### config.mk
export PLATFORM = sky130hd
export DESIGN_NAME = dual_partition_flash_control
export DESIGN_NICKNAME = d
export VERILOG_FILES = /design/src/include/dpf_pkg.sv /design/src/include/boot_order_if.sv /design/src/design/boot_order_pick.sv /design/src/design/dual_partition_flash_control.sv
export SDC_FILE = /design/constraint.sdc
export NUM_CORES = 1
export LEC_CHECK = 0
export ABC_CLOCK_PERIOD_IN_PS = 2600
export BUFFER_PORTS_ARGS = -buffer_cell sky130_fd_sc_hd__buf_2
export CORE_MARGIN = 3
export CORE_UTILIZATION = 40
export DETAILED_ROUTE_END_ITERATION = 7
export GPL_ROUTABILITY_DRIVEN = 0
export GPL_TIMING_DRIVEN = 0
export PLACE_DENSITY = 0.78
export SETUP_SLACK_MARGIN = 0.05
export SKIP_LAST_GASP = 1
export SYNTH_ARGS = -nofsm -noshare
export SYNTH_HDL_FRONTEND = slang
export SYNTH_SLANG_ARGS = --single-unit
### constraint.sdc
create_clock -name aclk -period 2.6 [get_ports aclk]
set_clock_uncertainty 0.2 [all_clocks]
set_input_delay 0.39 -clock aclk [delete_from_list [all_inputs] [get_ports aclk]]
set_output_delay 0.39 -clock aclk [all_outputs]
set_load 0.03 [all_outputs]
### src/include/dpf_pkg.sv
// constants and types shared by the dual-partition flash controller
//
// Function
// - boot order word holds a 12-bit number low, its complement in bits 23:12.
// - at reset the partition with the lowest boot order number becomes active.
// - an invalid or unprogrammed number counts as 0x000FFF before comparing.
// - equal numbers, both invalid included, select partition 1 with no notice.
// - an uncorrectable double-bit error on either word requests the trap.
// - the swap instruction exchanges partitions without reset; a jump follows it.
// - a swap without a preceding unlock does nothing; the code still cancels a pending first key.
// - a swap leaves every other register and setting untouched; the code also spends the unlock.
// - bit 11 is set by a successful swap; software clears it before the next.
// - read-only bit 10 reads 1 while partition 2 is the active one.
// - protected mode forbids erase and write of partition 1.
// - privileged mode freezes the boot segment limit.
// - upper 8 and lower 16 address bits join into the 24-bit target.
// - row programming fetches data from RAM at the source pointer.
// - software-set-only bit 15 starts an operation; hardware clears it at the end.
// - bit 14 permits program and erase when 1, inhibits when 0.
// - clearable bit 13 flags an improper sequence or a terminated operation.
// - bit 12 puts the regulator in standby in idle; access waits a delay after.
// - bit 9 selects packed row data; clearable bit 8 flags a row underrun.
// - operation codes 0011 page erase, 0010 row, 0001 double-word, 0100, 1110.
package dpf_pkg;

  localparam int unsigned CLK_PERIOD_NS = 20;
  localparam int unsigned T_VREG_NS     = 10000;
  localparam int unsigned VREG_CYCLES   = (T_VREG_NS + CLK_PERIOD_NS - 1) / CLK_PERIOD_NS;

  // register byte offsets
  localparam logic [7:0] OFS_CONTROL   = 8'h00;
  localparam logic [7:0] OFS_UNLOCK    = 8'h04;
  localparam logic [7:0] OFS_LOWER     = 8'h08;
  localparam logic [7:0] OFS_UPPER     = 8'h0C;
  localparam logic [7:0] OFS_SOURCE    = 8'h10;
  localparam logic [7:0] OFS_SEG_LIMIT = 8'h14;

  // control register fields
  localparam int unsigned BIT_GO      = 15;
  localparam int unsigned BIT_PERMIT  = 14;
  localparam int unsigned BIT_FAULT   = 13;
  localparam int unsigned BIT_IDLE_SB = 12;
  localparam int unsigned BIT_SWAPPED = 11;
  localparam int unsigned BIT_LIVE_P2 = 10;
  localparam int unsigned BIT_PACKED  = 9;
  localparam int unsigned BIT_STARVE  = 8;

  localparam logic [15:0] CONTROL_RESET   = 16'h0000;
  localparam logic [15:0] SEG_LIMIT_RESET = 16'h0000;

  localparam logic [7:0]  KEY_FIRST  = 8'h55;
  localparam logic [7:0]  KEY_SECOND = 8'hAA;
  localparam logic [11:0] ORDER_MAX  = 12'hFFF;
  localparam int unsigned INACTIVE_BIT = 22;

  localparam logic [1:0] RESP_OKAY   = 2'h0;
  localparam logic [1:0] RESP_SLVERR = 2'h2;

  typedef enum logic [3:0] {
    OP_DWORD     = 4'h1,
    OP_ROW       = 4'h2,
    OP_PAGE      = 4'h3,
    OP_INACT_ERS = 4'h4,
    OP_BULK      = 4'hE
  } flash_action_t;

  typedef enum logic [1:0] {
    ST_BOOT = 2'b00,
    ST_IDLE = 2'b01,
    ST_BUSY = 2'b11
  } ctl_state_t;

endpackage : dpf_pkg

### src/include/boot_order_if.sv
// carrier between the controller and its boot order comparator
`timescale 1ns/100ps
interface boot_order_if;
  logic [23:0] word_p1;
  logic [23:0] word_p2;
  logic        pick_p2;

  modport ctl  (output word_p1, output word_p2, input pick_p2);
  modport pick (input word_p1, input word_p2, output pick_p2);
endinterface : boot_order_if

### src/design/boot_order_pick.sv
// compares the two boot order words and names the partition to boot
`timescale 1ns/100ps
module boot_order_pick
  import dpf_pkg::*;
(
  boot_order_if.pick bo
);

  // a word is trusted only when its upper half is the exact complement
  function automatic logic [11:0] order_number(input logic [23:0] word);
    if (word[23:12] == ~word[11:0]) begin
      return word[11:0];
    end
    return ORDER_MAX;
  endfunction : order_number

  // strict less-than: ties fall to partition 1 silently
  assign bo.pick_p2 = order_number(bo.word_p2) < order_number(bo.word_p1);

endmodule : boot_order_pick

### src/design/dual_partition_flash_control.sv
// dual-partition flash controller with AXI4-Lite registers
//
// Decided for this implementation: the register addresses and register access over AXI4-Lite.
`timescale 1ns/100ps
module dual_partition_flash_control
  import dpf_pkg::*;
#(
  parameter int unsigned VREG_WAIT = VREG_CYCLES
) (
  input  wire logic        aclk,
  input  wire logic        aresetn,
  input  wire logic [7:0]  awaddr,
  input  wire logic        awvalid,
  output logic             awready,
  input  wire logic [31:0] wdata,
  input  wire logic [3:0]  wstrb,
  input  wire logic        wvalid,
  output logic             wready,
  output logic [1:0]       bresp,
  output logic             bvalid,
  input  wire logic        bready,
  input  wire logic [7:0]  araddr,
  input  wire logic        arvalid,
  output logic             arready,
  output logic [31:0]      rdata,
  output logic [1:0]       rresp,
  output logic             rvalid,
  input  wire logic        rready,
  input  wire logic [23:0] boot_order_word_p1,
  input  wire logic [23:0] boot_order_word_p2,
  input  wire logic        boot_dbl_err_p1,
  input  wire logic        boot_dbl_err_p2,
  output logic             double_fault_trap,
  input  wire logic        partition_swap_instr,
  output logic             second_half_live,
  input  wire logic        protected_mode,
  input  wire logic        privileged_mode,
  output logic [15:0]      boot_segment_limit,
  input  wire logic        cpu_idle,
  output logic             regulator_standby,
  output logic             flash_ready,
  output logic             sleep_instr_block,
  output logic             flash_req,
  output logic [3:0]       flash_action_select,
  output logic [23:0]      flash_target,
  output logic [23:0]      row_source_pointer,
  output logic             row_packing_select,
  input  wire logic        flash_done,
  input  wire logic        flash_abort,
  input  wire logic        flash_underrun
);

  if (VREG_WAIT < 1 || VREG_WAIT > 65535) begin : g_check
    $error("VREG_WAIT must lie between 1 and 65535");
  end

  boot_order_if bo ();

  boot_order_pick u_pick (
    .bo (bo.pick)
  );

  assign bo.word_p1 = boot_order_word_p1;
  assign bo.word_p2 = boot_order_word_p2;

  ctl_state_t  state;
  logic        go;
  logic        permit;
  logic        seq_fault;
  logic        idle_sb;
  logic        swap_done;
  logic [3:0]  action;
  logic [15:0] lower_target;
  logic [7:0]  upper_target;
  logic        key_first;
  logic        armed;
  logic [15:0] vreg_cnt;
  logic        bvalid_q;
  logic [1:0]  bresp_q;
  logic        rvalid_q;
  logic [1:0]  rresp_q;
  logic [31:0] rdata_q;

  ctl_state_t  next_state;
  logic        next_go;
  logic        next_permit;
  logic        next_seq_fault;
  logic        next_idle_sb;
  logic        next_swap_done;
  logic        next_live_p2;
  logic        next_packed;
  logic        next_starve;
  logic [3:0]  next_action;
  logic [15:0] next_lower;
  logic [7:0]  next_upper;
  logic [23:0] next_source;
  logic [15:0] next_seg_limit;
  logic        next_key_first;
  logic        next_armed;
  logic [15:0] next_vreg_cnt;
  logic        next_standby;
  logic        next_trap;
  logic        next_bvalid;
  logic [1:0]  next_bresp;
  logic        next_rvalid;
  logic [1:0]  next_rresp;
  logic [31:0] next_rdata;

  logic        starve;
  logic        wr_fire;
  logic        rd_fire;
  logic        go_attempt;
  logic        go_ok;
  logic        swap_ok;
  logic [15:0] ctl_now;
  logic [15:0] ctl_new;

  function automatic logic [15:0] merge16(input logic [15:0] old, input logic [31:0] data,
                                          input logic [3:0] strb);
    logic [15:0] res;
    res = old;
    if (strb[0]) begin
      res[7:0] = data[7:0];
    end
    if (strb[1]) begin
      res[15:8] = data[15:8];
    end
    return res;
  endfunction : merge16

  function automatic logic action_known(input logic [3:0] code);
    return code inside {OP_DWORD, OP_ROW, OP_PAGE, OP_INACT_ERS, OP_BULK};
  endfunction : action_known

  // true when the operation would touch physical partition 1
  function automatic logic hits_first(input logic [3:0] code, input logic live_p2,
                                      input logic [23:0] target);
    if (code == OP_BULK) begin
      return 1'b1;
    end
    if (code == OP_INACT_ERS) begin
      return live_p2;
    end
    return ~(live_p2 ^ target[INACTIVE_BIT]);
  endfunction : hits_first

  function automatic logic mapped(input logic [7:0] addr);
    return addr inside {OFS_CONTROL, OFS_UNLOCK, OFS_LOWER, OFS_UPPER, OFS_SOURCE,
                        OFS_SEG_LIMIT};
  endfunction : mapped

  assign ctl_now = {go, permit, seq_fault, idle_sb, swap_done, second_half_live,
                    row_packing_select, starve, 4'h0, action};
  assign ctl_new = merge16(ctl_now, wdata, wstrb);

  // write address and data are taken together so no skid storage is needed
  assign awready = awvalid & wvalid & ~bvalid_q;
  assign wready  = awready;
  assign wr_fire = awready;
  assign arready = ~rvalid_q;
  assign rd_fire = arvalid & arready;

  assign go_attempt = wr_fire && awaddr == OFS_CONTROL && ctl_new[BIT_GO] && !go;
  assign go_ok = go_attempt && armed && permit && state == ST_IDLE
                 && action_known(action)
                 && !(protected_mode && hits_first(action, second_half_live, flash_target));
  // a swap landing in the same cycle as a bus write is dropped, and the unlock is cleared either way
  assign swap_ok = partition_swap_instr && armed && !wr_fire;

  always_comb begin
    next_state     = state;
    next_go        = go;
    next_permit    = permit;
    next_seq_fault = seq_fault;
    next_idle_sb   = idle_sb;
    next_swap_done = swap_done;
    next_live_p2   = second_half_live;
    next_packed    = row_packing_select;
    next_starve    = starve;
    next_action    = action;
    next_lower     = lower_target;
    next_upper     = upper_target;
    next_source    = row_source_pointer;
    next_seg_limit = boot_segment_limit;
    next_key_first = key_first;
    next_armed     = armed;
    next_trap      = 1'b0;
    next_bvalid    = bvalid_q;
    next_bresp     = bresp_q;
    next_rvalid    = rvalid_q;
    next_rresp     = rresp_q;
    next_rdata     = rdata_q;

    if (state == ST_BOOT) begin
      next_live_p2 = bo.pick_p2;
      next_trap    = boot_dbl_err_p1 | boot_dbl_err_p2;
      next_state   = ST_IDLE;
    end

    if (wr_fire) begin
      next_bvalid    = 1'b1;
      next_bresp     = mapped(awaddr) ? RESP_OKAY : RESP_SLVERR;
      // any write other than the key pair spends or cancels the unlock
      next_armed     = 1'b0;
      next_key_first = 1'b0;
      unique case (awaddr)
        OFS_CONTROL: begin
          next_permit  = ctl_new[BIT_PERMIT];
          next_idle_sb = ctl_new[BIT_IDLE_SB];
          if (state != ST_BUSY) begin
            next_packed = ctl_new[BIT_PACKED];
            next_action = ctl_new[3:0];
          end
          if (!ctl_new[BIT_FAULT]) begin
            next_seq_fault = 1'b0;
          end
          if (!ctl_new[BIT_SWAPPED]) begin
            next_swap_done = 1'b0;
          end
          if (!ctl_new[BIT_STARVE]) begin
            next_starve = 1'b0;
          end
        end
        OFS_UNLOCK: begin
          if (wstrb[0] && wdata[7:0] == KEY_FIRST) begin
            next_key_first = 1'b1;
          end else if (wstrb[0] && wdata[7:0] == KEY_SECOND && key_first) begin
            next_armed = 1'b1;
          end
        end
        OFS_LOWER: begin
          next_lower = merge16(lower_target, wdata, wstrb);
        end
        OFS_UPPER: begin
          if (wstrb[0]) begin
            next_upper = wdata[7:0];
          end
        end
        OFS_SOURCE: begin
          for (int i = 0; i < 3; i++) begin
            if (wstrb[i]) begin
              next_source[i*8 +: 8] = wdata[i*8 +: 8];
            end
          end
        end
        OFS_SEG_LIMIT: begin
          if (!privileged_mode) begin
            next_seg_limit = merge16(boot_segment_limit, wdata, wstrb);
          end
        end
        default: begin
        end
      endcase
    end
    if (bvalid_q && bready) begin
      next_bvalid = 1'b0;
    end

    if (go_attempt) begin
      if (go_ok) begin
        next_go    = 1'b1;
        next_state = ST_BUSY;
      end else begin
        next_seq_fault = 1'b1;
      end
    end

    if (partition_swap_instr) begin
      next_armed     = 1'b0;
      next_key_first = 1'b0;
    end
    // only the mapping and the done flag move here; the unlock was already cleared above
    if (swap_ok) begin
      next_live_p2   = ~second_half_live;
      next_swap_done = 1'b1;
    end

    if (state == ST_BUSY && (flash_done || flash_abort)) begin
      next_go    = 1'b0;
      next_state = ST_IDLE;
      if (flash_abort || flash_underrun) begin
        next_seq_fault = 1'b1;
      end
      if (flash_underrun) begin
        next_starve = 1'b1;
      end
    end

    if (rd_fire) begin
      next_rvalid = 1'b1;
      next_rresp  = mapped(araddr) ? RESP_OKAY : RESP_SLVERR;
      unique case (araddr)
        OFS_CONTROL:   next_rdata = {16'h0000, ctl_now};
        OFS_LOWER:     next_rdata = {16'h0000, lower_target};
        OFS_UPPER:     next_rdata = {24'h000000, upper_target};
        OFS_SOURCE:    next_rdata = {8'h00, row_source_pointer};
        OFS_SEG_LIMIT: next_rdata = {16'h0000, boot_segment_limit};
        default:       next_rdata = 32'h0000_0000;
      endcase
    end else if (rvalid_q && rready) begin
      next_rvalid = 1'b0;
    end
  end

  // regulator wake-up delay restarts every time standby is left
  always_comb begin
    next_standby  = cpu_idle & idle_sb;
    next_vreg_cnt = vreg_cnt;
    if (regulator_standby) begin
      next_vreg_cnt = VREG_WAIT[15:0];
    end else if (vreg_cnt != 16'h0000) begin
      next_vreg_cnt = vreg_cnt - 16'h0001;
    end
  end

  always_ff @(posedge aclk) begin
    if (!aresetn) begin
      state              <= ST_BOOT;
      go                 <= CONTROL_RESET[BIT_GO];
      permit             <= CONTROL_RESET[BIT_PERMIT];
      seq_fault          <= CONTROL_RESET[BIT_FAULT];
      idle_sb            <= CONTROL_RESET[BIT_IDLE_SB];
      swap_done          <= CONTROL_RESET[BIT_SWAPPED];
      second_half_live   <= CONTROL_RESET[BIT_LIVE_P2];
      row_packing_select <= CONTROL_RESET[BIT_PACKED];
      starve             <= CONTROL_RESET[BIT_STARVE];
      action             <= CONTROL_RESET[3:0];
      lower_target       <= 16'h0000;
      upper_target       <= 8'h00;
      row_source_pointer <= 24'h000000;
      boot_segment_limit <= SEG_LIMIT_RESET;
      key_first          <= 1'b0;
      armed              <= 1'b0;
      vreg_cnt           <= 16'h0000;
      regulator_standby  <= 1'b0;
      double_fault_trap  <= 1'b0;
      bvalid_q           <= 1'b0;
      bresp_q            <= RESP_OKAY;
      rvalid_q           <= 1'b0;
      rresp_q            <= RESP_OKAY;
      rdata_q            <= 32'h0000_0000;
    end else begin
      state              <= next_state;
      go                 <= next_go;
      permit             <= next_permit;
      seq_fault          <= next_seq_fault;
      idle_sb            <= next_idle_sb;
      swap_done          <= next_swap_done;
      second_half_live   <= next_live_p2;
      row_packing_select <= next_packed;
      starve             <= next_starve;
      action             <= next_action;
      lower_target       <= next_lower;
      upper_target       <= next_upper;
      row_source_pointer <= next_source;
      boot_segment_limit <= next_seg_limit;
      key_first          <= next_key_first;
      armed              <= next_armed;
      vreg_cnt           <= next_vreg_cnt;
      regulator_standby  <= next_standby;
      double_fault_trap  <= next_trap;
      bvalid_q           <= next_bvalid;
      bresp_q            <= next_bresp;
      rvalid_q           <= next_rvalid;
      rresp_q            <= next_rresp;
      rdata_q            <= next_rdata;
    end
  end

  assign bvalid              = bvalid_q;
  assign bresp               = bresp_q;
  assign rvalid              = rvalid_q;
  assign rresp               = rresp_q;
  assign rdata               = rdata_q;
  assign flash_target        = {upper_target, lower_target};
  assign flash_action_select = action;
  assign flash_ready         = !regulator_standby && vreg_cnt == 16'h0000;
  // the engine reads RAM from the source pointer only while a request stands
  assign flash_req           = state == ST_BUSY && flash_ready;
  assign sleep_instr_block   = state == ST_BUSY;

  // checker-side memory of the last accepted write, so any gap between keys is covered
  logic key_one_seen;
  logic next_key_one_seen;

  assign next_key_one_seen = (wr_fire || partition_swap_instr) ?
      (wr_fire && !partition_swap_instr && awaddr == OFS_UNLOCK && wstrb[0]
       && wdata[7:0] == KEY_FIRST) : key_one_seen;

  always_ff @(posedge aclk) begin
    if (!aresetn) begin
      key_one_seen <= 1'b0;
    end else begin
      key_one_seen <= next_key_one_seen;
    end
  end
endmodule : dual_partition_flash_control

==> run summary, run 1 <==
Core Area: 15500 um2
Critical path cell sequence: nor4_4 -> nand4_1 -> or2_4 -> nor3_2 -> buf_4
Clk pwr share: 0.429
Clk slew on worst S/H paths: 0.05 ns
PwrDens: 671 nW/um2
DR pass1 iterations: 5
Req. time, crit path: 2.01 ns
Max_cap viols: 0
Width of the die: 133 um
Post-synthesis sequential area ratio: 0.388
Via count: 6238
Crit path buf inv count: 1
Final cycle utilization of the critical path: 0.952
Fill count: 1428
Cell Int Power: 4.21 mW
CTS tree: done
Wire per inst: 18.1 um
Post-synth EDFFs: 0
Share of layout cells above drive strength 1: 0.309
Synth unique cells: 65
Layout area overhead: 32.3%
Fin nets: 1080
First-pass GRT wire length: 32.5 mm
Initial antenna violation count: 1
Async S/R FF share, synth: 0
Register bit count reported by yosys: 126
Worst Setup End Kind: primary output
Worst-margin pin slew: 0.823 ns
Main synth FF type: dfxtp_1
Dpl cells: 1137
Clock Latency Late Sink: 0.42 ns
Overflow after GRT: 0
NetSw: 1.55 mW
Arrival @ worst endpoint: 1.89 ns
Top delay family on crit path: simple AND/OR/NAND/NOR gates
Setup violators final: 0
H-Tree Level Count: 4
Final hold vios: 0
Slew Viols, Final: 0
CTS Sinks: 126
Post-DR vias/cell: 5.31
Initial Utilization: 0.418
CP max stage cell: dfxtp_2
Pin count of the biggest net entering global routing: 17
Seq pwr share: 0.374
Final min period: 2.48 ns
Die area: 17800 um2
Number of buffers added on ports: 209
Number of DRC markers in iteration 0: 371
Total track usage: 0.235
Max IR drop VDD: 0.000495 V
Final WS setup: 0.124 ns
Die height: 133 um
Number of global-route vias before repair: 6018
Slew headroom: 0.447
Post-route ant nets: 0
Cells after Synth: 708
# IOs: 232
Sw frac: 0.269
Mean area per synthesized cell: 9.17 um2
Row Count: 45
CTS buffer count: 17
Dpl ws: -0.394 ns
Crit Path Class: reg -> out
Max Freq: 404 MHz
Status: finished, final reports clean
RSZ-0062 raised after global routing: yes
Diodes inserted: 0
Pleak: 3.76 nW
Gate power share: 0.198
Non-filler cells, final: 1174
CP peak stage delay: 0.34 ns
Hold Crit Class: in -> reg
Post-route DRC: 0
Post-Syn Area: 6490 um2
Drt total wl: 21.3 mm
Detailed Place HPWL: 16.5 mm
Syn. warnings: 0
Clk buf depth: 2
CP max FO: 4
Pwr Total: 5.77 mW
Startpoint types: flip-flop
Root buf cell: clkbuf_16
-- layout by cell type, fill, tap and decap left out, drive strengths merged, types with 6 or more instances in the layout --
master,count
nor3,13
nand4,9
o21ai,22
a22oi,20
mux2,9
nor3b,7
conb,10
nand3,36
buf,236
a211oi,7
nand2,46
nand2b,16
nor4,9
dfxtp,126
a21boi,28
or4,6
inv,10
nor2b,66
o22ai,8
clkbuf,50
a21oi,12
ha,12
xor2,15
xnor2,17
and3,6
mux2i,64
nor2,39
-- power by group through the flow --
stage / Combinational (mW) / Clock, mW / Sequential (mW)
2_1_floorplan: 0.701 / 0 / 2.17
3_3_place_gp: 0.982 / 0 / 2.17
3_5_place_dp: 0.996 / 0 / 2.17
4_1_cts: 1.10 / 2.49 / 2.14
5_1_grt: 1.26 / 2.58 / 2.17
6_report: 1.14 / 2.47 / 2.16
-- worst paths after layout --
kind / from / end / slack [ns] / cells past startpoint
setup / recovery: vreg_cnt[8]$_SDFFE_PN0N_ / flash_req / 0.12 / 5
hold / removal: boot_dbl_err_p1 / double_fault_trap$_SDFF_PN0_ / 0.02 / 3
setup reg to reg: bvalid$_SDFFE_PP0N_ / upper_target[4]$_SDFFE_PN0P_ / 0.16 / 7
hold reg to reg: row_source_pointer[12]$_SDFFE_PN0P_ / row_source_pointer[12]$_SDFFE_PN0P_ / 0.28 / 2
-- layer usage --
layer	GRT usage	up-vias	share of wire
li1	-	3020	-
met3	0.0638	39	0.080
met1	0.289	2900	0.41
met4	0.0806	2	0.027
met2	0.399	277	0.48
met5	0	-	0.00061
-- per-stage QoR --
step	utilization	hold slack (ns)	setup TNS [ns]	instance area (um2)
final	0.553	0.0213	0	8590
after global routing	0.553	0.0237	0	8590
after CTS	0.550	0.0148	0	8550
after detailed placement	0.505	0.271	-0.498	7840
after global placement	0.505	0.267	-0.332	7840
after floorplan	-	0.257	0	6530
-- timing repair --
item                       4_1_cts  5_1_grt
setup endpoints to repair        3       11
hold endpoints to repair         4        0
resized for setup               10       15
setup buffers                    3        3
pin swaps                        3        6
hold buffers                     3        0
-- registers in the layout (all words and copies together) (netlist names), 2 cells and up --
register             cells
flash_action_select      4
lower_target            16
state                    2
vreg_cnt                16
rdata                   24
row_source_pointer      24
upper_target             8
boot_segment_limit      16
-- logic make-up (layout without fill, tap and decap cells) --
family / count (synthesis) / count (layout) / share of synthesized area
DFF: 126 / 126 / 0.388
muxes: 73 / 73 / 0.114
and+or+nand+nor: 272 / 272 / 0.239
xor gates and xnor gates: 32 / 32 / 0.0432
adders and majority gates: 12 / 12 / 0.0231
buffers and inverters: 58 / 304 / 0.0430
other: 1 / 10 / 0.000577
AOI/OAI and AO/OA: 134 / 134 / 0.149
-- cell usage after synthesis, drive strengths merged, types with 3 or more instances --
cell	count	area, um2
dfxtp	126	2520
nor2b	66	413
mux2i	64	641
nand2	46	173
nor2	39	146
nand3	36	180
a21boi	28	210
clkbuf	27	101
o21ai	22	110
buf	21	140
a22oi	20	150
xnor2	17	149
nand2b	16	100
xor2	15	131
nor3	13	92.6
a21oi	12	60.1
ha	12	150
inv	10	37.5
mux2	9	101
nand4	9	56.3
nor4	9	75.1
o22ai	8	56.3
a211oi	7	65.1
nor3b	7	52.6
and3	6	37.5
or4	6	52.6
a221o	5	50.1
o211ai	5	37.5
a222oi	4	40.0
and2	4	25.0
o21a	4	30.0
a31oi	3	18.8
nand4b	3	32.5
o2111ai	3	26.3
or3	3	18.8
-- worst min-delay path, cell delays in order --
cell and delay, ns:
buf_2 0.09, nor2_1 0.05, nor2_1 0.07
-- area by class of cell --
cell class              instances  area, um2  share of cell area
inverters                      10       37.5             0.00437
clock buffers                  25        515              0.0600
clock inverters                 5        103              0.0119
flip-flops and latches        126       2530               0.294
repair buffers                218       1130               0.131
well taps                     211        264              0.0307
multi-input cells             533       3780               0.440
plain buffers                  46        239              0.0278
Power figures use the tool's default switching activity.
==> run 2, diff against run 1 <==
--- a/config.mk
+++ b/config.mk
@@ -13,6 +13,7 @@
 export GPL_ROUTABILITY_DRIVEN = 0
 export GPL_TIMING_DRIVEN = 0
 export PLACE_DENSITY = 0.78
+export RECOVER_POWER = 50
 export SETUP_SLACK_MARGIN = 0.05
 export SKIP_LAST_GASP = 1
 export SYNTH_ARGS = -nofsm -noshare
==> run 2 against run 1 <==
Against the previous run:
- combinational power barely moved
- sequential power barely moved
- highest routed layer unchanged
- clock-buffer cell count did not move
==> run summary, run 2 (synthesized netlist as in run 1, its figures left out) <==
Slew headroom: 0.450
Layout area overhead: 30.3%
Critical path cell sequence: or4_4 -> or2_4 -> nor3_2 -> buf_4
Reg-to-Reg Start: bvalid$_SDFFE_PP0N_
Pwr Total: 5.76 mW
Max_cap viols: 0
Number of buffers added on ports: 209
Root buf cell: clkbuf_16
Die area: 17800 um2
Row Count: 45
Crit path launch: vreg_cnt[15]$_SDFFE_PP0P_
Share of layout cells above drive strength 1: 0.202
Final instance area: 8460 um2
Dpl cells: 1137
Stages on worst setup path: 4
Pleak: 3.32 nW
Overflow after GRT: 0
Width of the die: 133 um
Worst-margin pin slew: 0.819 ns
CTS tree: done
Setup slack, reg-to-reg: 0.16 ns
Dpl cell area: 7840 um2
Diodes inserted: 0
Max IR drop VDD: 0.000493 V
Req. time, crit path: 2.01 ns
PwrDens: 681 nW/um2
Clk buf depth: 2
Clk slew on worst S/H paths: 0.05 ns
Most frequent cells in the layout: 128 x clkbuf_1, 121 x dfxtp_1, 111 x buf_2, 66 x nor2b_1, 64 x mux2i_1
Hold depth: 3
Post-route DRC: 0
CTS Sinks: 126
Fill count: 1473
Startpoint types: flip-flop
H-Tree Level Count: 4
Core Area: 15500 um2
# IOs: 232
Util after Layout: 0.545
Max Freq: 405 MHz
Crit Path Class: reg -> out
Worst Setup End Kind: primary output
Fin nets: 1080
CP peak stage delay: 0.55 ns
CTS buffer count: 17
Final WS setup: 0.128 ns
Post-DR vias/cell: 5.37
CP max stage cell: or4_4
Drt total wl: 21.4 mm
Post-route ant nets: 0
Number of DRC markers in iteration 0: 436
Number of global-route vias before repair: 6018
Area of the multi-input gates: 3780 um2
Sequential Area: 2530 um2
Hold Slack: 0.0217 ns
Detailed Place HPWL: 16.5 mm
Non-filler cells, final: 1174
Wire per inst: 18.2 um
Worst setup endpoint: flash_req
First-pass GRT wire length: 32.5 mm
Crit path buf inv count: 1
RSZ-0062 raised after global routing: yes
Initial Utilization: 0.418
Initial antenna violation count: 1
DR pass1 iterations: 8
CP max FO: 3
Hold Crit Class: in -> reg
Arrival @ worst endpoint: 1.88 ns
Die height: 133 um
Pin count of the biggest net entering global routing: 17
Cell count of the worst reg-to-reg path: 7
Final min period: 2.47 ns
Top delay family on crit path: simple AND/OR/NAND/NOR gates
Total track usage: 0.235
Status: finished, final reports clean
Slew Viols, Final: 0
Final hold vios: 0
Hold Crit Start: boot_dbl_err_p1
Final cycle utilization of the critical path: 0.951
Most common cell after layout, fill and taps aside: clkbuf_1
Clock Latency Late Sink: 0.42 ns
Dpl ws: -0.394 ns
Via count: 6307
Setup violators final: 0
Total negative setup slack: 0 ns
Worst r2r dst: upper_target[4]$_SDFFE_PN0P_
-- run 2: cell types whose count changed in the layout (fill, tap and decap cells not counted) --
cell      before  now
buf_4         20   19
clkbuf_4       1    2
buf_2        214  111
clkbuf_1      25  128
-- run 2: metal layers --
metal  wire, um  global-route usage  up-vias
li1           -                   -     3032
met1       8810               0.289     2940
met2      10200               0.399      292
met3       1700              0.0638       41
met4        629              0.0806        2
met5         13                   0        -
-- run 2: repair_timing --
item	CTS	global route
setup endpoints to repair	3	11
resized for setup	10	15
hold buffers	3	0
buffers inserted	3	3
endpoints found under the hold margin	4	0
pin swaps	3	6
-- run 2: layout make-up --
cell class	instances	share of cell area
sequential	126	0.299
timing repair buffer	218	0.118
inverter	10	0.00444
clock buffer	25	0.0609
multi-input combinational	533	0.446
buffer	46	0.0281
tap	211	0.0312
clock inverter	5	0.0121
-- run 2: worst reg2reg max path: cells and delay by family, from the launching register on --
family	cells	cell delay [ns]
and+or+nand+nor	4	1.07
buffers and inverters	2	0.52
DFF	1	0.32
muxes	1	0.22
-- run 2: power by group --
group | switching, mW | internal [mW] | leakage (nW)
clock network | 0.823 | 1.65 | 0.301
registers | 0.121 | 2.04 | 1.02
logic | 0.609 | 0.522 | 2.00
-- run 2: worst min path at each step --
stage	slack (ns)	end
after floorplan	0.26	swap_done$_SDFFE_PN0P_
after global placement	0.27	row_source_pointer[17]$_SDFFE_PN0P_
after detailed placement	0.27	row_source_pointer[12]$_SDFFE_PN0P_
after CTS	0.01	double_fault_trap$_SDFF_PN0_
after global routing	0.02	rvalid$_SDFFE_PN0P_
final	0.02	double_fault_trap$_SDFF_PN0_
==> run 3, diff against run 2 <==
--- a/config.mk
+++ b/config.mk
@@ -8,11 +8,11 @@
 export ABC_CLOCK_PERIOD_IN_PS = 2600
 export BUFFER_PORTS_ARGS = -buffer_cell sky130_fd_sc_hd__buf_2
 export CORE_MARGIN = 3
-export CORE_UTILIZATION = 40
+export CORE_UTILIZATION = 25
 export DETAILED_ROUTE_END_ITERATION = 7
 export GPL_ROUTABILITY_DRIVEN = 0
 export GPL_TIMING_DRIVEN = 0
-export PLACE_DENSITY = 0.78
+export PLACE_DENSITY = 0.57
 export RECOVER_POWER = 50
 export SETUP_SLACK_MARGIN = 0.05
 export SKIP_LAST_GASP = 1
==> run 3 against run 2 <==
Against the previous run:
- die area up 57%
- largest cell class unchanged
- critical path depth up 8
- worst setup slack worse by 0.022 ns
==> run summary, run 3 (synthesized netlist as in run 1, its figures left out) <==
Non-filler cells, final: 1296
Final hold vios: 0
CTS tree: done
Root buf cell: clkbuf_16
Final instance area: 8550 um2
Row Count: 58
CP max FO: 10
Most common cell after layout, fill and taps aside: clkbuf_1
Final WS setup: 0.107 ns
Hold Slack: 0.0194 ns
Post-route DRC: 0
Pleak: 3.27 nW
Most frequent cells in the layout: 129 x clkbuf_1, 123 x dfxtp_1, 113 x buf_2, 66 x nor2b_1, 64 x mux2i_1
Final cycle utilization of the critical path: 0.959
Fill count: 2719
First-pass GRT wire length: 35.3 mm
Wire per inst: 18.4 um
Clk slew on worst S/H paths: 0.06 ns
Dpl ws: -0.347 ns
Hold Crit Class: in -> reg
DR pass1 iterations: 4
Gate power share: 0.206
Dpl cell area: 7990 um2
Clk pwr share: 0.402
Clock Latency Late Sink: 0.42 ns
CTS buffer count: 17
Layout area overhead: 31.6%
Initial Utilization: 0.256
NetSw: 1.66 mW
Max_cap viols: 0
PwrDens: 641 nW/um2
Fin nets: 1079
Crit Path Class: in -> reg
H-Tree Level Count: 4
Startpoint types: input port
Worst Setup End Kind: flip-flop
Cell Int Power: 3.82 mW
Number of DRC markers in iteration 0: 499
Dpl cells: 1256
Post-route ant nets: 0
Seq pwr share: 0.392
Pwr Total: 5.48 mW
Arrival @ worst endpoint: 2.61 ns
Sequential Area: 2530 um2
Max Freq: 401 MHz
Core Area: 25300 um2
Worst-margin pin slew: 0.847 ns
Post-DR vias/cell: 4.76
Slew Viols, Final: 0
Total negative setup slack: 0 ns
Number of global-route vias before repair: 5878
Util after Layout: 0.338
RSZ-0062 raised after global routing: yes
Via count: 6174
Sw frac: 0.303
Final min period: 2.49 ns
Total track usage: 0.165
CTS Sinks: 126
Width of the die: 167 um
Setup violators final: 0
Detailed Place HPWL: 18.9 mm
Area of the multi-input gates: 3780 um2
Drt total wl: 23.8 mm
Die height: 167 um
Share of layout cells above drive strength 1: 0.200
Number of buffers added on ports: 209
Max IR drop VDD: 0.000432 V
Initial antenna violation count: 8
Overflow after GRT: 0
Clk buf depth: 2
Pin count of the biggest net entering global routing: 17
Slew headroom: 0.435
Req. time, crit path: 2.71 ns
Status: finished, final reports clean
Die area: 27900 um2
# IOs: 232
run 3: cell count changes in the layout (fill, tap and decap cells not counted), moves of 2 or more:
cell / delta
buf_2: +2
dfxtp_2: -3
clkinv_4: +5
clkbuf_4: -2
dfxtp_1: +2
nor3_2: -2
clkinvlp_4: +3
diode_2: +2
clkbuf_8: -4
buf_4: -2
bufinv_16: -3
run 3: path summary, 6_finish.rpt:
check | from | cells after the start | end | slack, ns
max | boot_order_word_p2[8] | 12 | second_half_live$_SDFFE_PN0P_ | 0.11
min | boot_dbl_err_p2 | 3 | double_fault_trap$_SDFF_PN0_ | 0.02
max reg2reg | rvalid$_SDFFE_PN0P_ | 6 | rdata[4]$_SDFFE_PN0P_ | 0.22
min reg2reg | row_source_pointer[18]$_SDFFE_PN0P_ | 2 | row_source_pointer[18]$_SDFFE_PN0P_ | 0.28
run 3: cell type report:
class                   instances  area share
repair buffers                217       0.117
clock buffers                  21      0.0539
diodes                          2    0.000585
well taps                     330      0.0483
flip-flops and latches        126       0.296
plain buffers                  46      0.0274
multi-input cells             533       0.442
clock inverters                11      0.0102
inverters                      10     0.00439
run 3: routing by layer:
| metal | track usage | wire [um] |
|---|---|---|
| met1 | 0.197 | 10100 |
| met2 | 0.284 | 11500 |
| met3 | 0.0557 | 1710 |
| met4 | 0.0459 | 419 |
| met5 | 0 | 69 |
run 3: timing repair:
item                       in CTS  in global routing
pin swaps                       3                  6
cloned                          0                  0
gates resized for setup         9                  9
setup endpoints to repair       2                 40
setup buffers                   3                  3
hold buffers                    2                  0
hold endpoints to repair        3                  0
run 3: power groups by stage:
stage	clock [mW]	sequential, mW	combinational, mW
finish	2.20	2.15	1.13
global route	2.33	2.17	1.23
CTS	2.24	2.14	1.10
detailed placement	0	2.17	1.02
global placement	0	2.17	1.01
floorplan	0	2.17	0.701
run 3: worst max-delay path, cell delays in order:
cell and delay [ns]:
buf_2 0.10, xor2_1 0.15, nand4_1 0.10, nor3_1 0.30, clkbuf_1 0.36, nand2b_1 0.16
ha_1 0.35, nand4_1 0.12, nor2_1 0.15, o2111ai_1 0.14, a31oi_1 0.20, o21ai_0 0.09
